==> config.mk <==
export PLATFORM = sky130hd
export DESIGN_NAME = sfsl_fault_log
export DESIGN_NICKNAME = d
export VERILOG_FILES = /design/src/rtl/sfsl_pkg.sv /design/src/rtl/sfsl_fault_log.sv
export VERILOG_INCLUDE_DIRS = /design/src /design/src/rtl
export SDC_FILE = /design/constraint.sdc
export NUM_CORES = 1
export LEC_CHECK = 0
export BUFFER_PORTS_ARGS = -buffer_cell sky130_fd_sc_hd__buf_2
export CAP_MARGIN = 20
export CORE_MARGIN = 2
export CORE_UTILIZATION = 38
export DETAILED_ROUTE_END_ITERATION = 16
export PLACE_DENSITY = 0.55
export SLEW_MARGIN = 20
export SYNTH_ARGS = -nofsm -noshare
export SYNTH_HDL_FRONTEND = slang
export SYNTH_SLANG_ARGS = --single-unit
==> constraint.sdc <==
create_clock -name CLK -period 3.9 [get_ports CLK]
set_input_delay 0.39 -clock CLK [delete_from_list [all_inputs] [get_ports CLK]]
set_output_delay 0.39 -clock CLK [all_outputs]
set_load 0.01 [all_outputs]
==> src/rtl/sfsl_defs.svh <==
// Register offsets, field positions, reset values and timing counts.
`ifndef SFSL_DEFS_SVH
`define SFSL_DEFS_SVH
`define SFSL_CMD_HISTORY   8'h11
`define SFSL_CMD_CLEAR     8'h1b
`define SFSL_CMD_SAVE      8'h1c
`define SFSL_CMD_RELOAD    8'h1d
`define SFSL_CMD_SNAPSHOT  8'h1e
`define SFSL_CMD_LIVE      8'h1f
`define SFSL_FAULT_LSB     1
`define SFSL_FAULT_MSB     12
`define SFSL_WORD_RESET    16'h0000
`define SFSL_FN_SUPPRESS   3'h2
`define SFSL_FN_UVIGNORE   3'h3
`define SFSL_FN_MANRESET   3'h1
`define SFSL_CLEAR_TIME_US 10000
`define SFSL_LOAD_TIME_US  200
`define SFSL_SAVE_TIME_US  10000
`define SFSL_CLK_MHZ       10
`endif

==> src/rtl/sfsl_pkg.sv <==
// Types shared by the fault status and log block.
package sfsl_pkg;
  typedef enum logic [4:0] {
    SFSL_POWERUP = 5'b00001,
    SFSL_IDLE    = 5'b00010,
    SFSL_CLEAR   = 5'b00100,
    SFSL_SAVE    = 5'b01000,
    SFSL_RELOAD  = 5'b10000
  } sfsl_state_t;
endpackage : sfsl_pkg
==> src/rtl/sfsl_fault_log.sv <==
// Fault status, sticky history, nonvolatile snapshot and config save/reload.
//
// Summary of operation
// (RULE_01) Any reported channel fault sets its sticky history bit until cleared.
// (RULE_02) History starts empty at power-on.
// (RULE_03) Clear command empties history; live status stays untouched.
// (RULE_04) Manual reset clears history when the option bit is set.
// (RULE_05) No other transaction acknowledged while a clear runs.
// (RULE_06) History bit 12 is channel six high down to bit 1 channel one low.
// (RULE_07) Save copies config to nonvolatile; reload copies it back.
// (RULE_08) Saved contents are restored automatically at power-up.
// (RULE_09) First fault after a clear log writes history into the snapshot.
// (RULE_10) Further snapshot writes inhibited until the next clear command.
// (RULE_11) Host reloads then reads the snapshot word to see it.
// (RULE_12) Clear then save stores an all-clear snapshot.
// (RULE_13) Snapshot uses the same bit placement as history.
// (RULE_14) Live status read returns current comparator outputs unlatched.
// (RULE_15) Inputs set to codes 010b or 011b and asserted suppress faults.
// (RULE_16) High bit faults above threshold when polarity one, else below.
// (RULE_17) Low bit faults below threshold when polarity zero, else above.
// (RULE_18) Power-up loads nonvolatile contents within the load time.
// (RULE_19) Rail undervoltage drives all general outputs low.
// (RULE_20) Commands ignored during any nonvolatile save or load.
// (RULE_21) Undervoltage-ignore input low masks undervoltage faults.
// (RULE_22) Fault-suppress input low masks all faults.
// (RULE_23) History read or clear drops alert unless condition persists.
// (RULE_24) Reserved bits read zero and ignore writes.
// (RULE_25) A fault in the clear cycle stays logged.
`timescale 1ns/1ps
`include "sfsl_defs.svh"
module sfsl_fault_log
  import sfsl_pkg::*;
#(
  parameter int CHANNELS   = 6,
  parameter int CFG_W      = 16,
  parameter int CLEAR_CYC  = `SFSL_CLEAR_TIME_US * `SFSL_CLK_MHZ,
  parameter int SAVE_CYC   = `SFSL_SAVE_TIME_US * `SFSL_CLK_MHZ,
  parameter int LOAD_CYC   = `SFSL_LOAD_TIME_US * `SFSL_CLK_MHZ
) (
  input  wire logic                CLK,
  input  wire logic                SYS_RST,
  input  wire logic                CMD_VALID,
  input  wire logic [7:0]          CMD_CODE,
  input  wire logic                CMD_READ,
  output logic                     CMD_ACK,
  output logic [15:0]              RD_DATA,
  output logic                     BUSY,
  input  wire logic [CHANNELS-1:0] CMP_ABOVE_HI,
  input  wire logic [CHANNELS-1:0] CMP_ABOVE_LO,
  input  wire logic [CHANNELS-1:0] HIGH_COMPARE_POLARITY,
  input  wire logic [CHANNELS-1:0] LOW_COMPARE_POLARITY,
  input  wire logic [2:0]          INPUT1_FUNCTION_SELECT,
  input  wire logic [2:0]          INPUT2_FUNCTION_SELECT,
  input  wire logic [1:0]          GENERAL_INPUT_PIN_N,
  input  wire logic                MANUAL_RESET_CLEARS_LOG,
  input  wire logic [CFG_W-1:0]    WORK_CFG,
  output logic [CFG_W-1:0]         NV_CFG_OUT,
  output logic                     CFG_LOAD,
  input  wire logic                RAIL_UVLO,
  input  wire logic [2:0]          GPIO_REQ,
  output logic [2:0]               GPIO_OUT,
  input  wire logic                ALERT_SET,
  output logic                     ALERT
);

  function automatic logic fn_active(input logic [2:0] sel,
                                     input logic [2:0] code,
                                     input logic       pin_n);
    fn_active = (sel == code) && !pin_n;
  endfunction : fn_active

  logic [CHANNELS-1:0] hi_fault;
  logic [CHANNELS-1:0] lo_fault;
  logic                suppress_all;
  logic                ignore_uv;
  logic                mr_active;
  logic [15:0]         live_word;

  assign suppress_all =
    fn_active(INPUT1_FUNCTION_SELECT, `SFSL_FN_SUPPRESS,
              GENERAL_INPUT_PIN_N[0]) ||
    fn_active(INPUT2_FUNCTION_SELECT, `SFSL_FN_SUPPRESS,
              GENERAL_INPUT_PIN_N[1]);                  // RULE_15 RULE_22
  assign ignore_uv =
    fn_active(INPUT1_FUNCTION_SELECT, `SFSL_FN_UVIGNORE,
              GENERAL_INPUT_PIN_N[0]) ||
    fn_active(INPUT2_FUNCTION_SELECT, `SFSL_FN_UVIGNORE,
              GENERAL_INPUT_PIN_N[1]);                  // RULE_15 RULE_21
  assign mr_active = MANUAL_RESET_CLEARS_LOG &&
    (fn_active(INPUT1_FUNCTION_SELECT, `SFSL_FN_MANRESET,
               GENERAL_INPUT_PIN_N[0]) ||
     fn_active(INPUT2_FUNCTION_SELECT, `SFSL_FN_MANRESET,
               GENERAL_INPUT_PIN_N[1]));                // RULE_04

  // A fault is undervoltage type when it trips on a falling input.
  genvar g;
  generate
    for (g = 0; g < CHANNELS; g++) begin : g_ch
      logic hi_raw;
      logic lo_raw;
      assign hi_raw = HIGH_COMPARE_POLARITY[g] ? CMP_ABOVE_HI[g]
                                               : !CMP_ABOVE_HI[g]; // RULE_16
      assign lo_raw = LOW_COMPARE_POLARITY[g] ? CMP_ABOVE_LO[g]
                                              : !CMP_ABOVE_LO[g]; // RULE_17
      assign hi_fault[g] = hi_raw && !suppress_all &&
                           !(ignore_uv && !HIGH_COMPARE_POLARITY[g]);
      assign lo_fault[g] = lo_raw && !suppress_all &&
                           !(ignore_uv && !LOW_COMPARE_POLARITY[g]);
      assign live_word[2*g+2] = hi_fault[g];            // RULE_06
      assign live_word[2*g+1] = lo_fault[g];            // RULE_13
    end
  endgenerate
  assign live_word[0]     = 1'b0;                       // RULE_24
  assign live_word[15:13] = 3'h0;                       // RULE_24

  sfsl_state_t      state_q,    state_d;
  logic [31:0]      cnt_q,      cnt_d;
  logic [15:0]      snap_q,     snap_d;
  logic             load_q,     load_d;
  logic [15:0]      rd_q,       rd_d;
  logic             alert_q,    alert_d;
  logic [15:0]      hist_q,     hist_d;
  logic             inhibit_q,  inhibit_d;
  logic [15:0]      nv_snap_q,  nv_snap_d;
  logic [CFG_W-1:0] nv_cfg_q,   nv_cfg_d;
  logic             ack;
  logic             idle;
  logic             clear_done;
  logic             save_done;
  logic             do_clear;
  logic             new_fault;

  assign idle      = (state_q == SFSL_IDLE);
  assign ack       = CMD_VALID && idle;                 // RULE_05 RULE_20
  assign new_fault = |live_word;

  // True on the last cycle of a timed nonvolatile or clear operation.
  function automatic logic count_done(input logic [31:0] cnt,
                                      input int          limit);
    count_done = (cnt >= 32'(limit - 1));
  endfunction : count_done

  // Sequencer: power-up load first, then one command at a time.
  always_comb begin
    state_d    = state_q;
    cnt_d      = cnt_q;
    snap_d     = snap_q;
    load_d     = 1'b0;
    rd_d       = rd_q;
    alert_d    = alert_q || ALERT_SET;
    clear_done = 1'b0;
    save_done  = 1'b0;
    case (state_q)
      SFSL_POWERUP: begin
        cnt_d = cnt_q + 32'd1;
        if (count_done(cnt_q, LOAD_CYC)) begin          // RULE_18
          snap_d  = nv_snap_q;                          // RULE_08
          load_d  = 1'b1;
          state_d = SFSL_IDLE;
          cnt_d   = 32'd0;
        end
      end
      SFSL_IDLE: begin
        if (ack) begin
          cnt_d = 32'd0;
          case (CMD_CODE)
            `SFSL_CMD_CLEAR:    state_d = SFSL_CLEAR;
            `SFSL_CMD_SAVE:     state_d = SFSL_SAVE;
            `SFSL_CMD_RELOAD:   state_d = SFSL_RELOAD;
            `SFSL_CMD_HISTORY: begin
              rd_d    = hist_q;
              alert_d = new_fault;                      // RULE_23
            end
            `SFSL_CMD_SNAPSHOT: rd_d = snap_q;          // RULE_11
            `SFSL_CMD_LIVE:     rd_d = live_word;       // RULE_14
            default:            rd_d = `SFSL_WORD_RESET;
          endcase
        end
      end
      SFSL_CLEAR: begin
        cnt_d = cnt_q + 32'd1;
        if (count_done(cnt_q, CLEAR_CYC)) begin         // RULE_05
          clear_done = 1'b1;                            // RULE_03
          alert_d    = new_fault;                       // RULE_23
          state_d    = SFSL_IDLE;
        end
      end
      SFSL_SAVE: begin
        cnt_d = cnt_q + 32'd1;
        if (count_done(cnt_q, SAVE_CYC)) begin          // RULE_20
          save_done = 1'b1;                             // RULE_07
          state_d   = SFSL_IDLE;
        end
      end
      SFSL_RELOAD: begin
        cnt_d = cnt_q + 32'd1;
        if (count_done(cnt_q, LOAD_CYC)) begin          // RULE_20
          load_d  = 1'b1;                               // RULE_07
          snap_d  = nv_snap_q;
          state_d = SFSL_IDLE;
        end
      end
      default: state_d = SFSL_POWERUP;
    endcase
  end

  // Fault log: a live fault is ORed in after any clear, so it never drops.
  always_comb begin
    hist_d    = hist_q;
    inhibit_d = inhibit_q;
    nv_snap_d = nv_snap_q;
    nv_cfg_d  = nv_cfg_q;
    do_clear  = clear_done || mr_active;                // RULE_03 RULE_04
    if (clear_done) begin
      inhibit_d = 1'b0;                                 // RULE_10
    end
    if (save_done) begin
      nv_cfg_d  = WORK_CFG;                             // RULE_07
      nv_snap_d = hist_q;                               // RULE_12
    end
    if (do_clear) begin
      hist_d = `SFSL_WORD_RESET;                        // RULE_03
    end
    hist_d = hist_d | live_word;                        // RULE_01 RULE_25
    if (new_fault && !inhibit_d && hist_q == `SFSL_WORD_RESET) begin
      nv_snap_d = hist_d;                               // RULE_09
      inhibit_d = 1'b1;                                 // RULE_10
    end
  end

  always_ff @(posedge CLK) begin
    if (SYS_RST) begin
      state_q <= SFSL_POWERUP;
      cnt_q   <= 32'd0;
      snap_q  <= `SFSL_WORD_RESET;
      load_q  <= 1'b0;
      rd_q    <= `SFSL_WORD_RESET;
      alert_q <= 1'b0;
    end else begin
      state_q <= state_d;
      cnt_q   <= cnt_d;
      snap_q  <= snap_d;
      load_q  <= load_d;
      rd_q    <= rd_d;
      alert_q <= alert_d;
    end
  end

  // History and the snapshot inhibit are volatile and start empty.
  always_ff @(posedge CLK) begin
    if (SYS_RST) begin
      hist_q    <= `SFSL_WORD_RESET;                    // RULE_02
      inhibit_q <= 1'b0;
    end else begin
      hist_q    <= hist_d;
      inhibit_q <= inhibit_d;
    end
  end

  // Nonvolatile contents survive the power-on reset.
  always_ff @(posedge CLK) begin
    nv_snap_q <= nv_snap_d;
    nv_cfg_q  <= nv_cfg_d;
  end

  assign CMD_ACK    = ack;
  assign BUSY       = !idle;
  assign RD_DATA    = rd_q;
  assign NV_CFG_OUT = nv_cfg_q;
  assign CFG_LOAD   = load_q;
  assign ALERT      = alert_q;
  assign GPIO_OUT   = RAIL_UVLO ? 3'h0 : GPIO_REQ;      // RULE_19

endmodule : sfsl_fault_log

* Word-level counts from Yosys, hierarchy flattened
Index checks and enable logic that the tools add are counted.
W data, S select, Z words.
** Word-level totals
- Word-level logic and storage cells :: 177
- Bits of input ports :: 66
- Register bits :: 120
- Output and inout bits :: 39
** Operators by class
- Equality and inequality tests :: 21
- Bitwise gates (word level) :: 3
- Reduce and logical (&&, ||, !) cells :: 105
- Magnitude comparators :: 2
- $add $sub $neg :: 1
- Muxes and demuxes :: 35
** Operators with widths (number)
- $pmux W32 S3 :: 1
- $mux W32 :: 2
- $pmux W16 S4 :: 1
- $eq A8 B5 Y1 const B :: 6
- $mux W16 :: 3
- $logic_and A1 B1 Y1 :: 46
- $logic_not A1 Y1 :: 41
- $add A32 B1 Y32 const B :: 1
- $ge A32 B11 Y1 const B :: 1
- $ge A32 B17 Y1 const B :: 1
- $pmux W5 S3 :: 2
- $mux W1 :: 21
- $logic_not A16 Y1 :: 1
- $or A16 B13 Y16 :: 1
- $mux W5 :: 3
- $eq A3 B2 Y1 const B :: 4
- $reduce_or A12 Y1 :: 1
- $eq A3 B1 Y1 const B :: 2
- $reduce_or A2 Y1 :: 3
- $reduce_or A3 Y1 :: 2
- $eq A5 B1 Y1 const B :: 1
- $eq A5 B2 Y1 const B :: 1
- $eq A5 B3 Y1 const B :: 1
- $eq A5 B4 Y1 const B :: 1
- other kinds (13) :: 20

* Depth between registers and ports, before layout
Gate-level depths: netlist of the first run.
- Depth in word-level cells :: 10
- Gate-level depth with buffers :: 9
- Depth with buffers taken out :: 7

* Least setup slack after synthesis of the first run
OpenSTA, ideal clock, no wires.
- Path kind :: register to register
- Start :: register cnt_q[11]
- End :: register nv_snap_q[0], enable pin
- Buffers on the path :: 0
- Data arrival time :: 2876 ps
- Required time :: 3533 ps
- Cell stages (with the launch flop) :: 6
- Slack :: 657 ps
- Setup time :: 367 ps
- Period minus slack after synthesis :: 3243 ps
- Cells stage by stage :: dfxtp_1 -> or4_4 -> a2111oi_2 -> nor3_1 -> nor3_1 -> a21o_1
** Between the ends
- Elaborated cells between the ends (all ways) :: 9
- Classes of those cells :: 1 x order compare; 4 x mux; 4 x reduce/logical
** RTL lines
- from (decl) :: line sfsl_fault_log.sv:117 : logic [31:0] cnt_q, cnt_d;
- from (signal assigned) :: line sfsl_fault_log.sv:241 : cnt_q <= cnt_d;
- $ge A32 B17 Y1 :: line sfsl_fault_log.sv:140 : count_done = (cnt >= 32'(limit - 1));
- $mux W1 :: line sfsl_fault_log.sv:190 : if (count_done(cnt_q, SAVE_CYC)) begin
- $mux W1 :: line sfsl_fault_log.sv:153 : case (state_q)
- via save_done :: line sfsl_fault_log.sv:129 : logic save_done;
- $reduce_bool A2 Y1 (no source line)
- to (signal assigned) :: line sfsl_fault_log.sv:262 : nv_snap_q <= nv_snap_d;
- to (decl) :: line sfsl_fault_log.sv:124 : logic [15:0] nv_snap_q, nv_snap_d;
The timed path passes the listed nets, and every way through them passes these cells.
A chain may end at the register's enable or synchronous reset.

* Final worst setup path of the first run
- Start :: register state_q[4]
- End :: register nv_snap_q[10], enable pin
** Between the ends
- Longest elaborated chain between the ends :: 7
- Elaborated cells between the ends (all ways) :: 9
- Classes of those cells :: 2 x eq/ne; 3 x mux; 4 x reduce/logical
** Ends and longest elaborated chain
- from (decl) :: line sfsl_fault_log.sv:116 : sfsl_state_t state_q, state_d;
- from (signal assigned) :: line sfsl_fault_log.sv:240 : state_q <= state_d;
- $eq A5 B3 Y1 :: line sfsl_fault_log.sv:153
- $mux W1 :: line sfsl_fault_log.sv:153
- $mux W1 :: line sfsl_fault_log.sv:214 : if (clear_done) begin
- $logic_not A1 Y1 :: line sfsl_fault_log.sv:225 : if (new_fault && !inhibit_d && hist_q == `SFSL_WORD_RESET) begin
- $logic_and A1 B1 Y1 :: line sfsl_fault_log.sv:225
- $logic_and A1 B1 Y1 (no source line)
- $reduce_bool A2 Y1 (no source line) *
Mark *: on every way between the ends. The rest lies on a longest branch, timed or not.

==> metrics, run 1 <==
status finished clean; Final Skew just under 0.01 ns; Setup CP Type register to register; Placer Congestion about 0.9; hold_ws around 0.15 ns; DP HPWL around 9300 um; detailed-route via count about 4600; Synth Register Bits 120; CP Max Fanout 16; Initial DRT Pass Iterations 6; Max-Slew Margin vs Limit 0.441; peak supply drop between 0.3 and 0.4 mV; die height about 120 um; max_cap viols 0; core footprint between 0.01 and 0.015 mm2; # hold bufs at CTS 0; final setup fails 0; commonest non-fill, non-tap cells in the layout 103 x buf_2, 88 x dfxtp_1, 83 x nor2_1; R2R cell count 5; fin util 0.475; fraction of layout cells with a size suffix above 1 0.230; number of global-route vias before repair about 4300; CP endpoint kind register; Post-Syn Area per Cell about 9.6 um2; EDFF count, synth 32; Worst EP required approximately 3.9 ns; most common cell after layout, fill and taps aside buf_2; drc violations 0; FFs w/ async S/R, synth 0; CTS tree built; reg2reg start state_q[4]; remaining antenna violation count 0; first-pass GRT wire length around 22000 um; Hold Path Class primary input to register; grt ovf 0; num rows 43; Fmax 353 MHz; Top Ports approximately 110; Worst Hold Depth 1; DP Cell Count ~820; Area Overhead vs Synth 21.9%; CTS root buf clkbuf_16; Startpoint Class register; Yosys warning total 0; die area about 0.015 mm2; end of the worst hold path NV_CFG_OUT[7]; CP max stage cell a21o_1; # H-tree levels 4; CP peak stage delay roughly 0.64 ns; initial DRC count 268; net count after synthesis 634; ant diodes 0; CP arrival 2.87 ns; Num CTS Buffers 17; largest net degree at the start of global routing 36; main flop type after synthesis dfxtp_1; Reg clk slew, reported paths about 0.050 ns; Routed WL approximately 14000 um; PostCTS Resize Cnt 0; Yosys cell types 63; R2R Path End nv_snap_q[10]; register area share after synthesis 0.502; Die X around 120 um; Initial Util 0.390; drt wl/cell 15.9 um; Cell Count, Final, Fillers Out roughly 860; flop-to-flop setup slack approximately 1.1 ns; P_leak 2.56 nW; Syn Std Cell Area about 0.0054 mm2; Setup TNS 0 ns; Sink Count 120; worst-case clock buffer depth 2; antenna violations before repair 0; fin. max-slew vios 0; Pwr Density between 400 and 500 mW/mm2; Tmin final between 2 and 3 ns; final-report hold violation count 0; RSZ-0062 raised after global routing false; HP Start WORK_CFG[7]; total track usage 0.186; Slew @ Worst Pin 0.838 ns; nets roughly 730; Placement Cell Area between 0.006 and 0.007 mm2; Post-Syn Instances approximately 570; vias per cell roughly 5.4; worst-skew pair later-pin latency 0.41 ns; crit share post-route 0.726; IO Port Bufs between 100 and 150; CP cell instances or3_1 -> or2_0 -> or2_1 -> a21oi_1 -> a21o_1; final instance area 0.00661 mm2; setup bufs post-CTS 0
==> routing by layer <==
metal	part of all wire	vias up	track usage
met5	0	-	0
met4	0.013	0	0.0618
met3	0.062	11	0.0600
met2	0.45	139	0.291
met1	0.48	2196	0.244
li1	-	2259	-
==> metrics by stage <==
step,total power [mW],setup slack [ns]
after floorplan,1.64,0.657
after global placement,1.74,0.889
after detailed placement,1.75,0.905
after CTS,3.19,1.06
after global routing,3.29,0.879
final,3.15,1.07
==> critical path: cells and delay by family, from the launching register on <==
family	cells	cell delay, ns
simple gates	3	1.25
compound gates	2	0.80
flops	1	0.40
==> cells by family (layout without fill, tap and decap cells) <==
group | count (synthesis) | in the layout | share of synthesized area
AO/OA/AOI/OAI | 118 | 118 | 0.159
XOR/XNOR | 32 | 32 | 0.0516
adder cells (fa/ha/maj) | 1 | 1 | 0.00230
buffers and inverters | 39 | 147 | 0.0330
flip-flops | 120 | 120 | 0.502
multiplexers | 13 | 13 | 0.0240
AND/OR/NAND/NOR | 244 | 244 | 0.229
==> synth_stat cells (2+ instances only) <==
cell type / instances / area share
nand4_1: 10 / 0.012
nor3_1: 10 / 0.0092
a221oi_1: 4 / 0.0065
buf_2: 8 / 0.0074
and3_1: 13 / 0.015
a211o_1: 4 / 0.0065
o22ai_1: 9 / 0.010
a2bb2oi_1: 11 / 0.018
inv_1: 5 / 0.0035
or2_2: 2 / 0.0023
buf_6: 2 / 0.0041
nand2b_1: 6 / 0.0069
and2_1: 8 / 0.0092
or4_1: 4 / 0.0055
xor2_1: 26 / 0.042
and3b_1: 2 / 0.0032
buf_4: 2 / 0.0028
nand2_1: 42 / 0.029
mux2i_1: 13 / 0.024
o211ai_1: 4 / 0.0055
or3_1: 2 / 0.0023
o21bai_1: 13 / 0.018
nand4b_1: 2 / 0.0032
nor4b_1: 3 / 0.0048
a31oi_2: 2 / 0.0046
nor4_1: 12 / 0.014
nand3_1: 23 / 0.021
dfxtp_1: 88 / 0.32
a22o_1: 2 / 0.0032
a21oi_1: 30 / 0.028
nor2b_1: 4 / 0.0046
clkbuf_1: 21 / 0.015
o21ai_0: 9 / 0.0083
xnor2_1: 6 / 0.0097
or3b_2: 2 / 0.0032
o2bb2ai_1: 13 / 0.021
a31oi_1: 5 / 0.0058
a211oi_1: 2 / 0.0028
edfxtp_1: 32 / 0.18
and4_1: 6 / 0.0097
nor2_1: 83 / 0.057
==> power by group <==
part           internal (mW)  leakage (nW)  switching (mW)
Sequential              1.32          1.01          0.0432
Combinational          0.142          1.28           0.217
Clock                  0.850         0.260           0.573
Total                   2.31          2.56           0.833
==> worst max path at each step <==
| stage | endpoint | slack [ns] | from |
|---|---|---|---|
| after floorplan | nv_snap_q[0] | 0.66 | cnt_q[11] |
| after global placement | nv_snap_q[4] | 0.89 | GENERAL_INPUT_PIN_N[1] |
| after detailed placement | nv_snap_q[4] | 0.90 | GENERAL_INPUT_PIN_N[1] |
| after CTS | nv_snap_q[8] | 1.06 | state_q[4] |
| after global routing | nv_snap_q[8] | 0.88 | state_q[4] |
| final | nv_snap_q[10] | 1.07 | state_q[4] |
==> registers in the layout, indices dropped and copies added, names as in the netlist <==
name	flops
RD_DATA	16
inhibit_q	1
state_q	5
ALERT	1
cnt_q	32
nv_snap_q	16
NV_CFG_OUT	16
snap_q	16
hist_q	16
CFG_LOAD	1
==> final cells by class <==
class                   instances  area [um2]
well taps                     180         225
multi-input cells             408        2530
fillers                      1328        7320
inverters                       6        22.5
flip-flops and latches        120        2720
repair buffers                109         561
clock buffers                  20         457
clock inverters                12        91.3
(Power assumes the default switching activity.)
==> run 2, diff against run 1 <==
--- a/config.mk
+++ b/config.mk
@@ -6,12 +6,13 @@
 export SDC_FILE = /design/constraint.sdc
 export NUM_CORES = 1
 export LEC_CHECK = 0
+export ABC_AREA = 1
 export BUFFER_PORTS_ARGS = -buffer_cell sky130_fd_sc_hd__buf_2
 export CAP_MARGIN = 20
 export CORE_MARGIN = 2
 export CORE_UTILIZATION = 38
 export DETAILED_ROUTE_END_ITERATION = 16
-export PLACE_DENSITY = 0.55
+export PLACE_DENSITY = 0.57
 export SLEW_MARGIN = 20
 export SYNTH_ARGS = -nofsm -noshare
 export SYNTH_HDL_FRONTEND = slang
==> constraint.sdc (replaced) <==
create_clock -name CLK -period 2.5 [get_ports CLK]
set_input_delay 0.25 -clock CLK [delete_from_list [all_inputs] [get_ports CLK]]
set_output_delay 0.25 -clock CLK [all_outputs]
set_load 0.01 [all_outputs]
==> metrics, run 2 <==
die area 0.0179 mm2 (+17%); # H-tree levels 4 (unchanged); final-report hold violation count 0 (unchanged); register area share after synthesis 0.426 (-0.0752); PostCTS Resize Cnt 0 (unchanged); nets 1035 (+42%); Clock power frac 0.468 (+0.015); P_leak 3.20 nW (+25%); CTS root buf clkbuf_16; detailed-route via count 5815 (+26%); antenna violations before repair 0 (unchanged); Initial Util 0.386 (-0.00313); setup bufs post-CTS 0 (unchanged); switching share of power 0.268 (+0.00287); main flop type after synthesis dfxtp_1; remaining antenna violation count 0 (unchanged); initial DRC count 281 (+4.9%); Top Ports 105 (unchanged); core footprint 0.0165 mm2 (+19%); layout filler cell count 1688 (+27%); EDFF count, synth 32 (unchanged); FFs w/ async S/R, synth 0 (unchanged); status finished clean; Final Skew 0.00740 ns (-0.00238 ns); worst slack, placed 0.345 ns (-0.560 ns); Startpoint Class register; Yosys cell types 44 (-30%); net count after synthesis 926 (+46%); Die X 134 um (+8.2%); Sink Count 120 (unchanged); CP peak stage delay 0.38 ns (-0.26 ns); largest net degree at the start of global routing 56 (+56%); Largest register FFs 32 (unchanged); Post-Syn Area per Cell 7.43 um2 (-22%); fraction of layout cells with a size suffix above 1 0.217 (-0.0125); Int Power 3.85 mW (+67%); commonest non-fill, non-tap cells in the layout 199 x nand2_1, 110 x nor2_1, 103 x buf_2; Slew @ Worst Pin 0.681 ns (-0.157 ns); Synth area leaders dfxtp_1 28%, edfxtp_1 15%, nand2_1 12%; largest reg by FF count cnt_q; Initial DRT Pass Iterations 5 (-1); number of global-route vias before repair 5411 (+25%); CP endpoint kind register; # hold bufs at CTS 2 (+2); drt wl/cell 13.7 um (-14%); first-pass GRT wire length 27000 um (+24%); RSZ-0062 raised after global routing false; Setup CP Type register to register; CP max stage cell dfxtp_1; CP Max Fanout 10 (-6); Fmax 475 MHz (+35%); total track usage 0.191 (+0.00418); worst-skew pair later-pin latency 0.41 ns (about the same); Syn Std Cell Area 0.00638 mm2 (+18%); sw power 1.41 mW (+69%); fin. max-slew vios 0 (unchanged); top cell type's share of synthesized area 0.276 (-0.0487); crit share post-route 0.842 (+0.116); Hold Path Class primary input to register; Max-Slew Margin vs Limit 0.545 (+0.105); peak supply drop 0.454 mV (+37%); DP HPWL 11900 um (+27%); grt ovf 0 (unchanged); cell accounting for the most synthesized area dfxtp_1; Routed WL 16500 um (+21%); Area Overhead vs Synth 20.8%; Pwr Density 682 mW/mm2 (+43%); Num CTS Buffers 17 (unchanged); commonest cells in the netlist 199 x nand2_1, 110 x nor2_1, 88 x dfxtp_1; num rows 47 (+9.3%); ant diodes 0 (unchanged); Synth Register Bits 120 (unchanged); CP arrival 2.22 ns (-0.65 ns); worst-case clock buffer depth 2 (unchanged); Reg clk slew, reported paths 0.06 ns (about the same); Yosys warning total 0 (unchanged); Placer Congestion 0.907 (+3.4%); Worst EP required 2.61 ns (-1.33 ns); CP cell instances ha_1 -> nand2_2 -> nor2_2 -> nand2_1 -> nand2_1 -> nand2_2 -> nand3_2 -> nand3_4 -> a21oi_4 -> nand2_1 -> o21ai_1 -> buf_4; drc violations 0 (unchanged); CTS tree built; Setup TNS 0 ns (unchanged); top-count cell post-synth nand2_1; most common cell after layout, fill and taps aside nand2_1; die height 134 um (+8.2%); Final WS setup 0.395 ns (-0.673 ns); logic gate share of total power 0.132 (+0.018); most frequent CP cell nand2_1; vias per cell 4.84 (-10%); max_cap viols 0 (unchanged); Post-Syn Instances 859 (+51%); Seq pwr share 0.399 (-0.035); IO Port Bufs 103 (unchanged); Tmin final 2.11 ns (-0.727 ns); final setup fails 0 (unchanged)
[run 2: cell count changes after synthesis, moves of 12 or more]
cell	before	now
nand3_1	23	60
o21bai_1	13	1
o21ai_0	9	30
mux2i_1	13	0
nand2_1	42	199
inv_1	5	86
nor2_2	1	19
nor2_1	83	110
and3_1	13	0
nand3_2	1	14
o2bb2ai_1	13	0
a21oi_1	30	62
nand2_2	0	12
[run 2: per-layer routing]
| layer | vias to the layer above | share of wire | GRT usage |
|---|---|---|---|
| met5 | - | 0 | 0 |
| met4 | 0 | 0.0075 | 0.0473 |
| met3 | 11 | 0.040 | 0.0453 |
| met2 | 141 | 0.46 | 0.307 |
| met1 | 2632 | 0.49 | 0.259 |
| li1 | 3031 | - | - |
[run 2: layout make-up]
cell class | instances | area [um2] | area share
inverters | 93 | 354 | 0.0459
well taps | 220 | 275 | 0.0357
clock buffers | 19 | 475 | 0.0617
multi-input cells | 615 | 3100 | 0.402
repair buffers | 121 | 661 | 0.0857
flip-flops and latches | 120 | 2720 | 0.353
clock inverters | 13 | 124 | 0.0161
[run 2: critical path, delay by kind of cell, from the launching register on]
kind                       cells  cell delay, ns
and+or+nand+nor                8            0.72
buffers and inverters          1            0.22
AOI/OAI and AO/OA              2            0.28
adders and majority gates      1            0.22
DFF                            1            0.38
[run 2: worst paths after layout]
kind	from	end	slack (ns)	cells after the start
min reg2reg	hist_q[0]	nv_snap_q[0]	0.43	0
max reg2reg	cnt_q[0]	nv_snap_q[14]	0.39	12
max	cnt_q[0]	nv_snap_q[14]	0.39	12
min	WORK_CFG[10]	NV_CFG_OUT[10]	0.02	1
[run 2: logic make-up after synthesis]
logic type | synth area share
fa+ha+maj | 0.00196
compound gates | 0.0984
buf+inv | 0.0884
simple gates | 0.351
xor+xnor | 0.0343
flops | 0.426
[run 2: power by group through the flow]
stage / registers [mW] / logic [mW] / clock network [mW]
4_1_cts: 2.10 / 0.700 / 2.51
3_5_place_dp: 2.14 / 0.697 / 0
5_1_grt: 2.11 / 0.785 / 2.61
3_3_place_gp: 2.14 / 0.690 / 0
2_1_floorplan: 2.13 / 0.534 / 0
6_report: 2.10 / 0.697 / 2.46
[run 2: metrics by stage]
step                      instances  hold slack [ns]   util  power (mW)  instance area [um2]
after floorplan                 859            0.349      -        2.67                 6380
after global placement         1165            0.411  0.428        2.83                 7070
after detailed placement       1165            0.416  0.428        2.84                 7070
after CTS                      1199         0.000494  0.465        5.31                 7690
after global routing           1201         0.000392  0.467        5.50                 7710
final                          1201           0.0192  0.467        5.26                 7710
==> run 3, diff against run 2 <==
--- a/config.mk
+++ b/config.mk
@@ -6,13 +6,13 @@
 export SDC_FILE = /design/constraint.sdc
 export NUM_CORES = 1
 export LEC_CHECK = 0
-export ABC_AREA = 1
+export ABC_AREA = 0
 export BUFFER_PORTS_ARGS = -buffer_cell sky130_fd_sc_hd__buf_2
 export CAP_MARGIN = 20
 export CORE_MARGIN = 2
 export CORE_UTILIZATION = 38
 export DETAILED_ROUTE_END_ITERATION = 16
-export PLACE_DENSITY = 0.57
+export PLACE_DENSITY = 0.55
 export SLEW_MARGIN = 20
 export SYNTH_ARGS = -nofsm -noshare
 export SYNTH_HDL_FRONTEND = slang
==> constraint.sdc (replaced) <==
create_clock -name CLK -period 2 [get_ports CLK]
set_input_delay 0.2 -clock CLK [delete_from_list [all_inputs] [get_ports CLK]]
set_output_delay 0.2 -clock CLK [all_outputs]
set_load 0.01 [all_outputs]
==> metrics, run 3 (synthesized netlist as in run 1, its figures left out) <==
largest net degree at the start of global routing 34 (-39%); grt ovf 0 (unchanged); Worst Hold Depth 4 (+3); RSZ-0062 raised after global routing true; CTS root buf clkbuf_16; final instance area 0.00795 mm2 (+3.1%); remaining antenna violation count 0 (unchanged); Reg clk slew, reported paths 0.06 ns (about the same); CTS tree built; Cell Count, Final, Fillers Out 967 (-19%); Hold Path Class primary input to register; P_leak 3.21 nW (+0.15%); Placement Cell Area 0.00677 mm2 (-4.3%); status complete, but fails checks; # H-tree levels 4 (unchanged); Fmax 469 MHz (-1.3%); nets 841 (-19%); R2R Path End snap_q[4]; worst slack, placed -0.330 ns (-0.675 ns); CP arrival 2.44 ns (+0.22 ns); number of global-route vias before repair 4645 (-14%); commonest non-fill, non-tap cells in the layout 103 x buf_2, 84 x buf_4, 80 x dfxtp_1; Die X 124 um (-7.6%); fraction of layout cells with a size suffix above 1 0.394 (+0.177); CP endpoint kind register; peak supply drop 0.647 mV (+43%); total track usage 0.198 (+0.00715); Initial Util 0.390 (+0.00313); antenna violations before repair 0 (unchanged); die height 124 um (-7.6%); HP Start CMD_VALID; final setup fails 103 (+103); Sink Count 120 (unchanged); Final WS setup -0.134 ns (-0.529 ns); crit share post-route 1.07 (+0.225); worst-case clock buffer depth 2 (unchanged); core footprint 0.0139 mm2 (-16%); Final Skew 0.0111 ns (+0.00367 ns); num rows 43 (-8.5%); Top Ports 105 (unchanged); most common cell after layout, fill and taps aside buf_2; final-report hold violation count 0 (unchanged); CP Max Fanout 6 (-4); Num CTS Buffers 17 (unchanged); reg2reg start cnt_q[14]; Largest register FFs 32 (unchanged); drt wl/cell 16.1 um (+17%); Setup CP Type register to register; flop-to-flop setup slack -0.13 ns (-0.53 ns); detailed-route via count 4986 (-14%); Slew @ Worst Pin 0.506 ns (-0.175 ns); ant diodes 0 (unchanged); failing checks negative setup slack; Pwr Density 833 mW/mm2 (+22%); IO Port Bufs 103 (unchanged); vias per cell 5.16 (+6.5%); drc violations 0 (unchanged); Routed WL 15500 um (-5.8%); Worst EP required 2.30 ns (-0.31 ns); DP HPWL 10400 um (-12%); Tmin final 2.13 ns (+0.0285 ns); Max-Slew Margin vs Limit 0.660 (+0.115); Placer Congestion 0.864 (-4.8%); max_cap viols 0 (unchanged); end of the worst hold path state_q[1]; first-pass GRT wire length 23200 um (-14%); fin. max-slew vios 0 (unchanged); initial DRC count 336 (+20%); Area Overhead vs Synth 46.4%; DP Cell Count 906 (-22%); worst-skew pair later-pin latency 0.42 ns (about the same); Initial DRT Pass Iterations 4 (-1); die area 0.0153 mm2 (-15%); largest reg by FF count cnt_q; R2R cell count 8 (-4); Startpoint Class register
[run 3: metrics by stage]
| stage | power, mW | hold slack (ns) | utilization | setup TNS [ns] |
|---|---|---|---|---|
| floorplan | 3.20 | 0.299 | - | -6.53 |
| global placement | 3.60 | 0.379 | 0.485 | -8.87 |
| detailed placement | 3.61 | 0.378 | 0.485 | -11.85 |
| CTS | 6.52 | 0.133 | 0.546 | -7.03 |
| global route | 6.89 | 0.176 | 0.570 | -15.47 |
| finish | 6.62 | 0.138 | 0.570 | -6.67 |
[run 3: how the worst max path moves through the flow]
stage,to,from
5_1_grt,snap_q[6],cnt_q[14]
2_1_floorplan,nv_snap_q[0],cnt_q[14]
3_5_place_dp,nv_snap_q[4],GENERAL_INPUT_PIN_N[1]
4_1_cts,nv_snap_q[13],cnt_q[14]
3_3_place_gp,nv_snap_q[3],GENERAL_INPUT_PIN_N[1]
6_report,snap_q[4],cnt_q[14]
[run 3: critical path, cell delays in order, from the launching register on]
cell and delay (ns):
dfxtp_2 0.32, or4_4 0.55, or3_4 0.38, nor3_4 0.19, buf_6 0.15, nor2_4 0.05
buf_12 0.14, mux2i_2 0.18, nor2_1 0.05
[run 3: timing repair]
item,CTS,global route
endpoints found under the setup margin,103,129
pin swaps,6,33
gates cloned,2,3
resized for setup,17,71
setup buffers,5,4
endpoints found under the hold margin,16,0
hold buffers,16,0
[run 3: per-layer routing]
metal | vias to the layer above | global-route usage | share of wire
li1 | 2474 | - | -
met1 | 2327 | 0.273 | 0.47
met2 | 163 | 0.303 | 0.46
met3 | 22 | 0.0475 | 0.060
met4 | 0 | 0.0675 | 0.015
met5 | - | 0 | 0
[run 3: report_power, final]
group | switching [mW] | internal [mW] | total, mW
registers | 0.0672 | 2.58 | 2.65
logic | 0.563 | 0.556 | 1.12
clock network | 1.21 | 1.65 | 2.85
total | 1.84 | 4.78 | 6.62
[run 3: area by class of cell]
| cell class | instances | area [um2] |
|---|---|---|
| repair buffers | 220 | 1570 |
| multi-input cells | 409 | 2840 |
| clock buffers | 18 | 439 |
| inverters | 6 | 22.5 |
| fillers | 1218 | 5990 |
| flip-flops and latches | 120 | 2730 |
| well taps | 180 | 225 |
| clock inverters | 14 | 115 |
